`config.mk`:
```
export PLATFORM = sky130hd
export DESIGN_NAME = cpwm_output_control
export DESIGN_NICKNAME = d
export VERILOG_FILES = /design/src/inc/cpwm_pkg.sv /design/src/rtl/cpwm_output_control.sv /design/src/rtl/cpwm_phase_arbiter.sv
export SDC_FILE = /design/constraint.sdc
export NUM_CORES = 1
export LEC_CHECK = 0
export ABC_AREA = 1
export BUFFER_PORTS_ARGS = -buffer_cell sky130_fd_sc_hd__buf_4
export CAP_MARGIN = 10
export CORE_ASPECT_RATIO = 0.8
export CORE_MARGIN = 4
export CORE_UTILIZATION = 45
export CTS_CLUSTER_SIZE = 28
export DETAILED_ROUTE_END_ITERATION = 8
export SKIP_LAST_GASP = 1
export SLEW_MARGIN = 20
export SYNTH_ARGS = -nofsm -noshare
export SYNTH_HDL_FRONTEND = slang
export SYNTH_SLANG_ARGS = --single-unit
```
`constraint.sdc`:
```
create_clock -name mclk -period 16.8 [get_ports mclk]
set_clock_uncertainty 0.1 [all_clocks]
set_input_delay 2.52 -clock mclk [delete_from_list [all_inputs] [get_ports mclk]]
set_output_delay 2.52 -clock mclk [all_outputs]
set_load 0.005 [all_outputs]
```
`src/inc/cpwm_pkg.sv`:
```
// register map, field layouts and reset values of the complementary pwm output block
package cpwm_pkg;
  localparam logic [7:0] ADDR_CTRL   = 8'h00;
  localparam logic [7:0] ADDR_OUTC   = 8'h04;
  localparam logic [7:0] ADDR_DEAD   = 8'h08;
  localparam logic [7:0] ADDR_CYC    = 8'h0c;
  localparam logic [7:0] ADDR_HALF   = 8'h10;
  localparam logic [7:0] ADDR_DUTY0  = 8'h14;
  localparam logic [7:0] ADDR_DUTY1  = 8'h18;
  localparam logic [7:0] ADDR_DUTY2  = 8'h1c;
  localparam logic [7:0] ADDR_BUSCTL = 8'h20;
  localparam logic [7:0] ADDR_MAIN   = 8'h24;
  localparam logic [7:0] ADDR_LAG    = 8'h28;
  localparam logic [7:0] ADDR_SUB    = 8'h2c;
  localparam logic [7:0] ADDR_STAT   = 8'h30;
  localparam logic [7:0] ADDR_REARM  = 8'h34;
  localparam int         PROTECT_BIT = 13;
  localparam int         NBUF        = 5;
  localparam int         IDX_CYC     = 3;
  localparam int         IDX_HALF    = 4;
  localparam logic [2:0] CLR_SYNC    = 3'h3;
  localparam logic       TOGGLE_INIT = 1'b1;

  typedef enum logic [1:0] {ST_IDLE = 2'h0, ST_UP = 2'h1, ST_DOWN = 2'h3} cnt_state_t;

  typedef struct packed {
    logic [2:0] clearSel;
    logic       syncEnable;
    logic       convTrigEnable;
    logic       toggleEnable;
    logic [1:0] updMode;
    logic       run;
    logic       modeEnable;
  } ctrl_t;

  typedef struct packed {
    logic motorGate;
    logic chopN;
    logic chopP;
    logic wState;
    logic vState;
    logic uState;
    logic switchSource;
    logic posLevel;
    logic negLevel;
  } outctl_t;

  localparam ctrl_t   CTRL_RST = ctrl_t'(10'h000);
  localparam outctl_t OUTC_RST = outctl_t'(9'h003);
endpackage : cpwm_pkg

```
`src/rtl/cpwm_output_control.sv`:
```
// complementary three-phase pwm output control with apb registers
//
// Summary of operation
// (RULE_01) buffer registers writable at any time
// (RULE_02) stopped sub-counter: buffers reach temporaries at once
// (RULE_03) running sub-counter: transfer deferred until halt
// (RULE_04) temporaries load compares at crest/trough/both
// (RULE_05) all five transfer together after last duty
// (RULE_06) software always ends update with last duty
// (RULE_07) outputs inactive until lagging counter passes dead
// (RULE_08) compare and temporary both matched while running
// (RULE_09) turn-off beats turn-on, early ons ignored
// (RULE_10) off from leading, on from lagging counter
// (RULE_11) negative off first half, positive off second
// (RULE_12) zero duty gives positive always on
// (RULE_13) duty equal cycle limit gives positive off
// (RULE_14) coincident on and off are both ignored
// (RULE_15) toggle pin flips at crest and lag zero
// (RULE_16) synchronous clear from other channel resets counters
// (RULE_17) hall edges switch phase states
// (RULE_18) software state bits switch phases
// (RULE_19) chop bits select pwm or steady on level
// (RULE_20) level select independent of chop bits
// (RULE_21) conversion start request at cycle-limit match
// (RULE_22) protect bit blocks mode, control, dead time and counter access
// (RULE_23) main counter between dead time and limit
// (RULE_24) lagging counter between zero and half cycle
// (RULE_25) sub-counter wraps at limit and zero
// (RULE_26) emergency or clock stop forces high impedance
// (RULE_27) high impedance held until software re-arms
//
// The address map and the APB interface to the registers were chosen for this implementation.
`timescale 1ns/1ps
module cpwm_output_control #(
  parameter int CW = 16
) (
  input  wire logic        mclk,
  input  wire logic        rst_b,
  input  wire logic        psel,
  input  wire logic        penable,
  input  wire logic        pwrite,
  input  wire logic [7:0]  paddr,
  input  wire logic [31:0] pwdata,
  output logic [31:0]      prdata,
  output logic             pready,
  output logic             pslverr,
  input  wire logic [3:0]  emergencyIn,
  input  wire logic        clockStopped,
  input  wire logic        syncClear,
  input  wire logic [2:0]  hallIn,
  output logic [5:0]       pwmOut,
  output logic [5:0]       pwmOe_b,
  output logic             togglePin,
  output logic             adcStart
);
  cpwm_pkg::ctrl_t      ctrl_q;
  cpwm_pkg::outctl_t    outc_q;
  cpwm_pkg::cnt_state_t st_q;
  logic          protect_q;
  logic [CW-1:0] dead_q;
  logic [CW-1:0] buf_q [cpwm_pkg::NBUF];
  logic [CW-1:0] tmp_q [cpwm_pkg::NBUF];
  logic [CW-1:0] cmp_q [cpwm_pkg::NBUF];
  logic [CW-1:0] mainCnt_q;
  logic [CW-1:0] lagCnt_q;
  logic [CW-1:0] subCnt_q;
  logic          subRun_q;
  logic          subUp_q;
  logic          pend_q;
  logic          modePrev_q;
  logic          startOk_q;
  logic          hiz_q;
  logic [2:0]    hallPrev_q;
  logic [2:0]    hallState_q;
  logic [31:0]   rdVal;
  logic          mapped;
  logic          prot;
  logic [2:0]    posOn;
  logic [2:0]    negOn;
  logic [5:0]    act;

  wire           access  = psel & penable & pready;
  wire           wr      = access & pwrite & mapped & !prot;
  wire           lastWr  = wr && paddr == cpwm_pkg::ADDR_DUTY2;
  wire           rearmWr = wr && paddr == cpwm_pkg::ADDR_REARM && pwdata[0];
  wire           entry   = ctrl_q.modeEnable & !modePrev_q;
  wire           running = ctrl_q.modeEnable & ctrl_q.run;
  wire           xfer    = pend_q & !subRun_q;
  wire [CW-1:0]  lim     = cmp_q[cpwm_pkg::IDX_CYC];
  wire [CW-1:0]  half    = cmp_q[cpwm_pkg::IDX_HALF];
  wire           crest   = st_q == cpwm_pkg::ST_UP && mainCnt_q == lim;
  wire           trough  = st_q == cpwm_pkg::ST_DOWN && mainCnt_q == dead_q;
  wire           lagZero = st_q == cpwm_pkg::ST_DOWN && lagCnt_q == '0;
  wire           updNow  = (crest & ctrl_q.updMode[0]) | (trough & ctrl_q.updMode[1]);
  wire           syncClr = running & ctrl_q.syncEnable & ctrl_q.clearSel == cpwm_pkg::CLR_SYNC & syncClear;
  wire           emerg   = (|emergencyIn) | clockStopped;
  wire [2:0]     softSt  = {outc_q.wState, outc_q.vState, outc_q.uState};
  wire [2:0]     phSel   = outc_q.switchSource ? softSt : hallState_q; // RULE_18

  // address decode; protected registers refuse both directions
  always_comb
  begin
    rdVal  = '0;
    mapped = 1'b1;
    prot   = 1'b0;
    case (paddr)
      cpwm_pkg::ADDR_CTRL:
      begin
        rdVal = 32'(ctrl_q);
        prot  = protect_q; // RULE_22
      end
      cpwm_pkg::ADDR_OUTC:
      begin
        rdVal = 32'(outc_q);
        prot  = protect_q; // RULE_22
      end
      cpwm_pkg::ADDR_DEAD:
      begin
        rdVal = 32'(dead_q);
        prot  = protect_q;
      end
      cpwm_pkg::ADDR_MAIN:
      begin
        rdVal = 32'(mainCnt_q);
        prot  = protect_q;
      end
      cpwm_pkg::ADDR_LAG:
      begin
        rdVal = 32'(lagCnt_q);
        prot  = protect_q;
      end
      cpwm_pkg::ADDR_SUB:
      begin
        rdVal = 32'(subCnt_q);
        prot  = protect_q;
      end
      cpwm_pkg::ADDR_DUTY0:  rdVal = 32'(buf_q[0]);
      cpwm_pkg::ADDR_DUTY1:  rdVal = 32'(buf_q[1]);
      cpwm_pkg::ADDR_DUTY2:  rdVal = 32'(buf_q[2]);
      cpwm_pkg::ADDR_CYC:    rdVal = 32'(buf_q[cpwm_pkg::IDX_CYC]);
      cpwm_pkg::ADDR_HALF:   rdVal = 32'(buf_q[cpwm_pkg::IDX_HALF]);
      cpwm_pkg::ADDR_BUSCTL: rdVal = 32'(protect_q) << cpwm_pkg::PROTECT_BIT;
      cpwm_pkg::ADDR_STAT:   rdVal = 32'({hiz_q, startOk_q, subRun_q, pend_q, st_q, phSel});
      cpwm_pkg::ADDR_REARM:  rdVal = '0;
      default:               mapped = 1'b0;
    endcase
  end

  // one wait state: pready rises the cycle after penable
  always_ff @(posedge mclk)
  begin
    if (!rst_b)
    begin
      pready  <= 1'b0;
      pslverr <= 1'b0;
      prdata  <= '0;
    end
    else
    begin
      pready <= psel & penable & !pready;
      if (psel && penable && !pready)
      begin
        pslverr <= !mapped | prot;
        prdata  <= (mapped && !prot) ? rdVal : '0;
      end
    end
  end

  always_ff @(posedge mclk)
  begin
    if (!rst_b)
    begin
      ctrl_q    <= cpwm_pkg::CTRL_RST;
      outc_q    <= cpwm_pkg::OUTC_RST;
      dead_q    <= '0;
      protect_q <= 1'b0;
    end
    else if (wr)
    begin
      case (paddr)
        cpwm_pkg::ADDR_CTRL:   ctrl_q    <= cpwm_pkg::ctrl_t'(pwdata[9:0]);
        cpwm_pkg::ADDR_OUTC:   outc_q    <= cpwm_pkg::outctl_t'(pwdata[8:0]);
        cpwm_pkg::ADDR_DEAD:   dead_q    <= pwdata[CW-1:0];
        cpwm_pkg::ADDR_BUSCTL: protect_q <= pwdata[cpwm_pkg::PROTECT_BIT]; // RULE_22
        default:               protect_q <= protect_q;
      endcase
    end
  end

  // buffers never protected
  always_ff @(posedge mclk)
  begin
    if (!rst_b)
    begin
      for (int i = 0; i < cpwm_pkg::NBUF; i++)
        buf_q[i] <= '0;
    end
    else if (wr)
    begin
      case (paddr)
        cpwm_pkg::ADDR_DUTY0: buf_q[0] <= pwdata[CW-1:0]; // RULE_01
        cpwm_pkg::ADDR_DUTY1: buf_q[1] <= pwdata[CW-1:0];
        cpwm_pkg::ADDR_DUTY2: buf_q[2] <= pwdata[CW-1:0];
        cpwm_pkg::ADDR_CYC:   buf_q[cpwm_pkg::IDX_CYC] <= pwdata[CW-1:0];
        cpwm_pkg::ADDR_HALF:  buf_q[cpwm_pkg::IDX_HALF] <= pwdata[CW-1:0];
        default:              buf_q[0] <= buf_q[0];
      endcase
    end
  end

  // last-duty write arms transfer; a new arm beats the clear
  always_ff @(posedge mclk)
  begin
    if (!rst_b)
      pend_q <= 1'b0;
    else
      pend_q <= lastWr | (pend_q & !xfer); // RULE_05 RULE_06
  end

  always_ff @(posedge mclk)
  begin
    if (!rst_b)
    begin
      for (int i = 0; i < cpwm_pkg::NBUF; i++)
        tmp_q[i] <= '0;
    end
    else if (xfer)
    begin
      // held off while the sub-counter runs
      for (int i = 0; i < cpwm_pkg::NBUF; i++)
        tmp_q[i] <= buf_q[i]; // RULE_02 RULE_03 RULE_05
    end
  end

  always_ff @(posedge mclk)
  begin
    if (!rst_b)
    begin
      for (int i = 0; i < cpwm_pkg::NBUF; i++)
        cmp_q[i] <= '0;
    end
    else if (entry)
    begin
      for (int i = 0; i < cpwm_pkg::NBUF; i++)
        cmp_q[i] <= buf_q[i];
    end
    else if (updNow)
    begin
      for (int i = 0; i < cpwm_pkg::NBUF; i++)
        cmp_q[i] <= tmp_q[i]; // RULE_04
    end
  end

  // main and lagging counters move in lockstep
  always_ff @(posedge mclk)
  begin
    if (!rst_b)
    begin
      st_q      <= cpwm_pkg::ST_IDLE;
      mainCnt_q <= '0;
      lagCnt_q  <= '0;
    end
    else if (!running || syncClr)
    begin
      st_q      <= syncClr ? cpwm_pkg::ST_UP : cpwm_pkg::ST_IDLE; // RULE_16
      mainCnt_q <= dead_q;
      lagCnt_q  <= '0;
    end
    else
    begin
      case (st_q)
        cpwm_pkg::ST_UP:
        begin
          st_q      <= (mainCnt_q == lim) ? cpwm_pkg::ST_DOWN : cpwm_pkg::ST_UP;
          mainCnt_q <= (mainCnt_q == lim) ? mainCnt_q - 1'b1 : mainCnt_q + 1'b1; // RULE_23
          lagCnt_q  <= (lagCnt_q == half) ? lagCnt_q - 1'b1 : lagCnt_q + 1'b1; // RULE_24
        end
        cpwm_pkg::ST_DOWN:
        begin
          st_q      <= (mainCnt_q == dead_q) ? cpwm_pkg::ST_UP : cpwm_pkg::ST_DOWN;
          mainCnt_q <= (mainCnt_q == dead_q) ? mainCnt_q + 1'b1 : mainCnt_q - 1'b1; // RULE_23
          lagCnt_q  <= (lagCnt_q == '0) ? lagCnt_q + 1'b1 : lagCnt_q - 1'b1; // RULE_24
        end
        default:
        begin
          st_q      <= cpwm_pkg::ST_UP;
          mainCnt_q <= dead_q;
          lagCnt_q  <= '0;
        end
      endcase
    end
  end

  // sub-counter covers the crest and trough windows only
  always_ff @(posedge mclk)
  begin
    if (!rst_b || !running || syncClr)
    begin
      subRun_q <= 1'b0;
      subUp_q  <= 1'b0;
      subCnt_q <= '0;
    end
    else if (st_q == cpwm_pkg::ST_UP && mainCnt_q == half)
    begin
      subRun_q <= 1'b1;
      subUp_q  <= 1'b1;
      subCnt_q <= half;
    end
    else if (st_q == cpwm_pkg::ST_DOWN && lagCnt_q == dead_q)
    begin
      subRun_q <= 1'b1;
      subUp_q  <= 1'b0;
      subCnt_q <= dead_q;
    end
    else if ((st_q == cpwm_pkg::ST_DOWN && mainCnt_q == half) || (st_q == cpwm_pkg::ST_UP && lagCnt_q == dead_q))
      subRun_q <= 1'b0;
    else if (subRun_q)
    begin
      if (subUp_q)
        subCnt_q <= (subCnt_q == lim) ? '0 : subCnt_q + 1'b1; // RULE_25
      else
        subCnt_q <= (subCnt_q == '0) ? lim : subCnt_q - 1'b1; // RULE_25
    end
  end

  always_ff @(posedge mclk)
  begin
    if (!rst_b)
    begin
      modePrev_q <= 1'b0;
      startOk_q  <= 1'b0;
    end
    else
    begin
      modePrev_q <= ctrl_q.modeEnable;
      if (!ctrl_q.modeEnable || entry)
        startOk_q <= 1'b0;
      else if (lagCnt_q > dead_q)
        startOk_q <= 1'b1; // RULE_07
    end
  end

  genvar g;
  generate
    for (g = 0; g < 3; g++)
    begin : gPhase
      wire leadM = mainCnt_q == cmp_q[g] || (subRun_q && mainCnt_q == tmp_q[g]); // RULE_08 RULE_10
      wire lagM  = lagCnt_q == cmp_q[g] || (subRun_q && lagCnt_q == tmp_q[g]); // RULE_08
      cpwm_phase_arbiter uArb (
        .mclk      (mclk),
        .rst_b     (rst_b),
        .enable    (running & startOk_q),
        .firstHalf (st_q == cpwm_pkg::ST_UP), // RULE_11
        .halfFlip  (crest | trough),
        .leadMatch (leadM),
        .lagMatch  (lagM),
        .dutyZero  (cmp_q[g] == '0), // RULE_12
        .dutyFull  (cmp_q[g] == lim), // RULE_13
        .posOn     (posOn[g]),
        .negOn     (negOn[g])
      );
      wire hiOn = phSel[g] & !phSel[(g + 1) % 3];
      wire loOn = !phSel[g] & phSel[(g + 1) % 3];
      // on phases chop or stay steady; off phases stay inactive
      assign act[g]     = !outc_q.motorGate ? posOn[g] : hiOn & (outc_q.chopP ? posOn[g] : 1'b1); // RULE_19
      assign act[g + 3] = !outc_q.motorGate ? negOn[g] : loOn & (outc_q.chopN ? negOn[g] : 1'b1); // RULE_19
    end
  endgenerate

  // hall state latched on any edge; inputs already synchronous
  always_ff @(posedge mclk)
  begin
    if (!rst_b)
    begin
      hallPrev_q  <= '0;
      hallState_q <= '0;
    end
    else
    begin
      hallPrev_q <= hallIn;
      if (hallIn != hallPrev_q)
        hallState_q <= hallIn; // RULE_17
    end
  end

  always_ff @(posedge mclk)
  begin
    if (!rst_b)
      pwmOut <= '0;
    else if (!ctrl_q.modeEnable || !startOk_q)
      pwmOut <= {{3{!outc_q.negLevel}}, {3{!outc_q.posLevel}}}; // RULE_07
    else
      pwmOut <= act ~^ {{3{outc_q.negLevel}}, {3{outc_q.posLevel}}}; // RULE_20
  end

  // set beats re-arm so an emergency cannot slip past
  always_ff @(posedge mclk)
  begin
    if (!rst_b)
    begin
      hiz_q   <= 1'b0;
      pwmOe_b <= '0;
    end
    else
    begin
      hiz_q   <= emerg | (hiz_q & !rearmWr); // RULE_27
      pwmOe_b <= {6{emerg | (hiz_q & !rearmWr)}}; // RULE_26
    end
  end

  always_ff @(posedge mclk)
  begin
    if (!rst_b || !ctrl_q.modeEnable)
      togglePin <= cpwm_pkg::TOGGLE_INIT;
    else if (ctrl_q.toggleEnable && running && (crest || lagZero))
      togglePin <= !togglePin; // RULE_15
  end

  always_ff @(posedge mclk)
  begin
    if (!rst_b)
      adcStart <= 1'b0;
    else
      adcStart <= running & crest & ctrl_q.convTrigEnable; // RULE_21
  end
endmodule : cpwm_output_control

```
`src/rtl/cpwm_phase_arbiter.sv`:
```
// turn-on / turn-off arbitration of one complementary output pair
`timescale 1ns/1ps
module cpwm_phase_arbiter (
  input  wire logic mclk,
  input  wire logic rst_b,
  input  wire logic enable,
  input  wire logic firstHalf,
  input  wire logic halfFlip,
  input  wire logic leadMatch,
  input  wire logic lagMatch,
  input  wire logic dutyZero,
  input  wire logic dutyFull,
  output logic      posOn,
  output logic      negOn
);
  logic offSeen_q;

  always_ff @(posedge mclk)
  begin
    if (!rst_b || !enable)
    begin
      posOn     <= 1'b0;
      negOn     <= 1'b0;
      offSeen_q <= 1'b0;
    end
    else if (dutyZero)
    begin
      posOn <= 1'b1; // RULE_12
      negOn <= 1'b0;
    end
    else if (dutyFull)
    begin
      posOn <= 1'b0; // RULE_13
      negOn <= 1'b1;
    end
    else if (halfFlip)
      offSeen_q <= 1'b0;
    else if (leadMatch && !lagMatch)
    begin
      // off edge from leading counter wins the half
      offSeen_q <= 1'b1; // RULE_09 RULE_11 RULE_14
      if (firstHalf)
        negOn <= 1'b0; // RULE_10
      else
        posOn <= 1'b0;
    end
    else if (lagMatch && !leadMatch && offSeen_q)
    begin
      // on edge from lagging counter only after this half's off edge
      if (firstHalf)
        posOn <= 1'b1; // RULE_10
      else
        negOn <= 1'b1;
    end
  end
endmodule : cpwm_phase_arbiter

```
After elaboration in Yosys (flattened, before gate mapping)
Memory sizes are Yosys's and may differ from the RTL's. Index checks and enable logic that the tools add are counted.

Order comparisons: 1. Add/sub/neg operators: 6. Bitwise operators: 66. Mux-type cells: 135. Equality and inequality tests: 54. Reduce and logical (&&, ||, !) cells: 113.

Operators with widths (count): 2-to-1 mux 16 bit (33); equality test 16 bit (21); case mux 16 bit (13 select lines) (1); 2-to-1 mux 1 bit (92); logical NOT 16 bit (5); case mux 16 bit (2 select lines) (2); adder 16 x 1 -> 16 bit, second input constant (3); equality test 8 x 6 -> 1 bit, second input constant (6); subtractor 16 x 1 -> 16 bit, second input constant (3); equality test 8 x 5 -> 1 bit, second input constant (4); 2-to-1 mux 32 bit (1); AND 1 bit (31); logical AND 1 bit (30); OR 1 bit (27); logical NOT 1 bit (24); AND reduction 4 bit (6); nonzero test 4 bit (6); equality test 8 x 4 -> 1 bit, second input constant (2); > comparator 16 bit (1); logical OR 1 bit (15); != test 3 x 1 -> 1 bit, second input constant (5); nonzero test 3 bit (5); OR reduction 14 bit (1); AND reduction 2 bit (5); 24 further kinds (46).

Memory bits (writable): 240. Output and inout bits: 48. Input bits: 54. Memories kept: 3. Register bits: 150. Word-level logic and storage cells: 424.

Memory list: buf_q (depth 5, bits a word 16, read ports 5, clocked after memory_dff 0, write ports 5, RTL line cpwm_output_control.sv:61) `logic [CW-1:0] buf_q [cpwm_pkg::NBUF];`; cmp_q (depth 5, bits a word 16, read ports 5, clocked after memory_dff 0, write ports 5, RTL line cpwm_output_control.sv:63) `logic [CW-1:0] cmp_q [cpwm_pkg::NBUF];`; tmp_q (depth 5, bits a word 16, read ports 5, clocked after memory_dff 0, write ports 5, RTL line cpwm_output_control.sv:62) `logic [CW-1:0] tmp_q [cpwm_pkg::NBUF];`.

Longest topological paths before layout
An unclocked memory read counts as a cell.

Word-level depth: 12. Depth in mapped cells: 18. Mapped depth without buffers: 16.

Hierarchy
Synthesis repeated with hierarchy kept, for this count alone.

Cells, all modules: 3065. Area, all modules: 23377.4 µm².

Modules (own cells, without submodules): cpwm_output_control (times used 1, cells each 2957, sequential area each 9689.3 µm², area each 22724.3 µm²); cpwm_phase_arbiter (times used 3, cells each 36, sequential area each 60.1 µm², area each 217.7 µm²).

Worst setup path after synthesis
No wires, ideal clock.

Path type: input -> register. From: in rst_b. To: mem tmp_q[0][0], enable pin. Library setup time: 1239 ps. Data required time: 15461 ps. Slack: 9836 ps. Arrival: 5625 ps. Buffers on the path: 3. Stages on the path: 4. Path through: buf_2 -> clkbuf_1 -> clkbuf_1 -> o21ai_0.

RTL lines: start, declared (RTL line cpwm_output_control.sv:38) `input wire logic rst_b,`; end, declared (RTL line cpwm_output_control.sv:62).

==> flow_metrics.py <==
metrics = {
    "outcome": {
        "status": "complete, no violations",
    },
    "clocking": {
        "clock_latency_ns": 0.58,
        "clk_pin_slew_ns": 0.06,
        "htreeDepth": 2,
        "clock_sinks": 373,
        "cts_root_buf": "clkbuf_16",
        "cts-hold-fix-buffers": 0,
        "cts_resized": 0,
        "numCtsBuffers": 42,
        "clk_path_buf_depth": 3,
        "post-cts-setup-buffer-count": 0,
        "tritoncts": "built",
    },
    "power": {
        "power.total_mw": 2.09,
        "peakVddDrop_mv": 0.0831,
        "power.density_nw_per_um2": 81.8,
        "p_leak_nw": 10.6,
    },
    "global_routing": {
        "grt_pass1_vias": 19800,
        "grt.total_usage_pct": 35.2,
        "antenna_found_initial": 9,
        "grt_max_degree": 81,
        "grt_pass1_wl_um": 140000,
        "grt-ovfl-total": 0,
    },
    "critical_path": {
        "end_kind": "flop",
        "cp-start-kind": "input port",
        "worstPathArrival_ns": 5.38,
        "cp.required_ns": 16.95,
        "worstSetupPathType": "input port to flop",
        "path_max_fanout": 23,
    },
    "sta": {
        "slew_violations": 0,
        "fmax_ghz": 0.191,
        "rsz0062_at_grt": "false",
        "hold_viol_final": 0,
        "worst_slew_pin_slew_ns": 1.04,
        "period_share_pct": 31.2,
        "setup-violations-final": 0,
        "finalSetupTns_ns": 0,
        "layout_min_cycle_time_ns": 5.24,
        "layout_setup_ws_ns": 11.57,
        "slew_headroom_pct": 30.1,
        "worst_hold_slack_ns": 0.346,
    },
    "floorplan": {
        "initial_core_util_pct": 45.4,
        "die_h_um": 211,
        "core_area_um2": 51000,
        "placement_rows": 74,
        "dieArea_um2": 55200,
        "die_w_um": 262,
        "io_pins": 102,
    },
    "yosys": {
        "yosysWarnings": 0,
        "synth_cells": 3008,
        "synth-async-reset-ratio_pct": 0,
        "syn_area_per_cell_um2": 7.70,
        "synth-seq-cells": 373,
        "synth_area_um2": 23200,
        "synth_flop_cell": "edfxtp_1",
        "yosysUniqueCellTypes": 54,
        "yosysSeqAreaShare_pct": 42.6,
        "synth_edf_count": 240,
    },
    "routing": {
        "routed_wl_um": 99600,
        "viasPerCell": 5.90,
        "post_drt_wl_per_cell_um": 26.7,
        "drc": 0,
        "first_pass_iters": 6,
        "final_antenna_net_count": 0,
        "vias": 22000,
        "initialDrtViolationCount": 3366,
    },
    "final_layout": {
        "nets": 3097,
        "fin_area_um2": 25500,
        "finish.utilization_pct": 50.0,
        "areaGrowthSynthToFinish_pct": 10.1,
        "drive_above_1_share_pct": 8.72,
        "final-instance-count-excl-fill": 3736,
        "final_common_cell": "nand2_1",
        "most-common-layout-cells": "613 x nand2_1, 439 x nor2_1, 328 x inv_1",
    },
    "placed_design": {
        "numPortBuffers": 69,
        "globalplace.congestion": 1.04,
        "dp.cells": 3658,
        "post-place-ws_ns": 11.07,
        "dpl_cell_area_um2": 24100,
        "dpl.hpwl_um": 75800,
    },
    "flow_run": {
        "drv_cap": 0,
    },
    "hold_path": {
        "hold_path.class": "flop to flop",
    },
}
## worst max-delay path, cell delays in order
cell     delay, ns
buf_4         0.11
nor2_2        0.17
nand3_2       0.13
nor2_2        0.51
inv_2         0.32
nand3_1       0.19
inv_1         0.08
nand2_1       0.08
o21ai_2       0.07
inv_4         0.22
nand2_2       0.19
o21ai_1       0.40
buf_4         0.37
## final cells by class
class	instances	area (µm²)
fillers	5032	25500
multi-input cells	2134	11200
flip-flops and latches	373	9870
inverters	354	1330
clock buffers	57	1210
repair buffers	114	868
well taps	684	856
clock inverters	17	186
diodes	3	7.51
## per-layer routing
| metal | track usage (%) | wire, µm |
|---|---|---|
| met3 | 11.1 | 14600 |
| met2 | 48.1 | 39800 |
| met1 | 52.8 | 41900 |
| met4 | 11.1 | 3290 |
| met5 | 0 | 49 |
## synth_stat cells (all sizes together), types with 8 or more instances
cell type / n / area share (%)
nor2: 448 / 7.4
o22ai: 127 / 4.0
ha: 24 / 1.3
buf: 104 / 2.9
edfxtp: 240 / 31
nor4: 11 / 0.30
dfxtp: 133 / 11
o21ai: 143 / 3.1
clkbuf: 58 / 0.94
a21oi: 131 / 2.9
clkinv: 14 / 0.23
nand3: 201 / 4.5
o211ai: 20 / 0.65
or2: 8 / 0.22
xnor2: 138 / 5.2
xor2: 103 / 3.9
nor3: 48 / 1.2
nand2: 627 / 10
inv: 340 / 5.5
nand4: 57 / 1.6
## cell families (layout without fill, tap and decap cells)
group           after synthesis  after routing  share of synthesized area [%]
simple gates               1412           1412                           25.9
buf+inv                     516            542                           9.61
compound gates              441            441                           11.5
flops                       373            373                           42.6
xor+xnor                    241            241                           9.11
fa+ha+maj                    24             24                           1.30
other cells                   1             19                         0.0162
## where the power goes
group | total (mW) | internal (mW) | switching, mW
clock | 0.957 | 0.552 | 0.405
combinational | 0.108 | 0.0342 | 0.0734
sequential | 1.02 | 0.994 | 0.0270
## path summary, 6_finish.rpt
path | from | depth (start not counted) | to | slack [ns]
setup reg to reg | mainCnt_q[13] | 8 | cmp_q[0][33] | 12.55
setup / recovery | paddr[1] | 13 | buf_q[1][14] | 11.57
hold reg to reg | modePrev_q | 2 | startOk_q | 0.35
hold / removal | modePrev_q | 2 | startOk_q | 0.35
## registers in the layout (all words and copies together), names as in the netlist, 6 cells and up
register,cells
buf_q,80
cmp_q,80
tmp_q,80
dead_q,16
lagCnt_q,16
mainCnt_q,16
prdata,16
subCnt_q,16
ctrl_q,10
outc_q,9
pwmOut,6
Power figures use the tool's default switching activity.
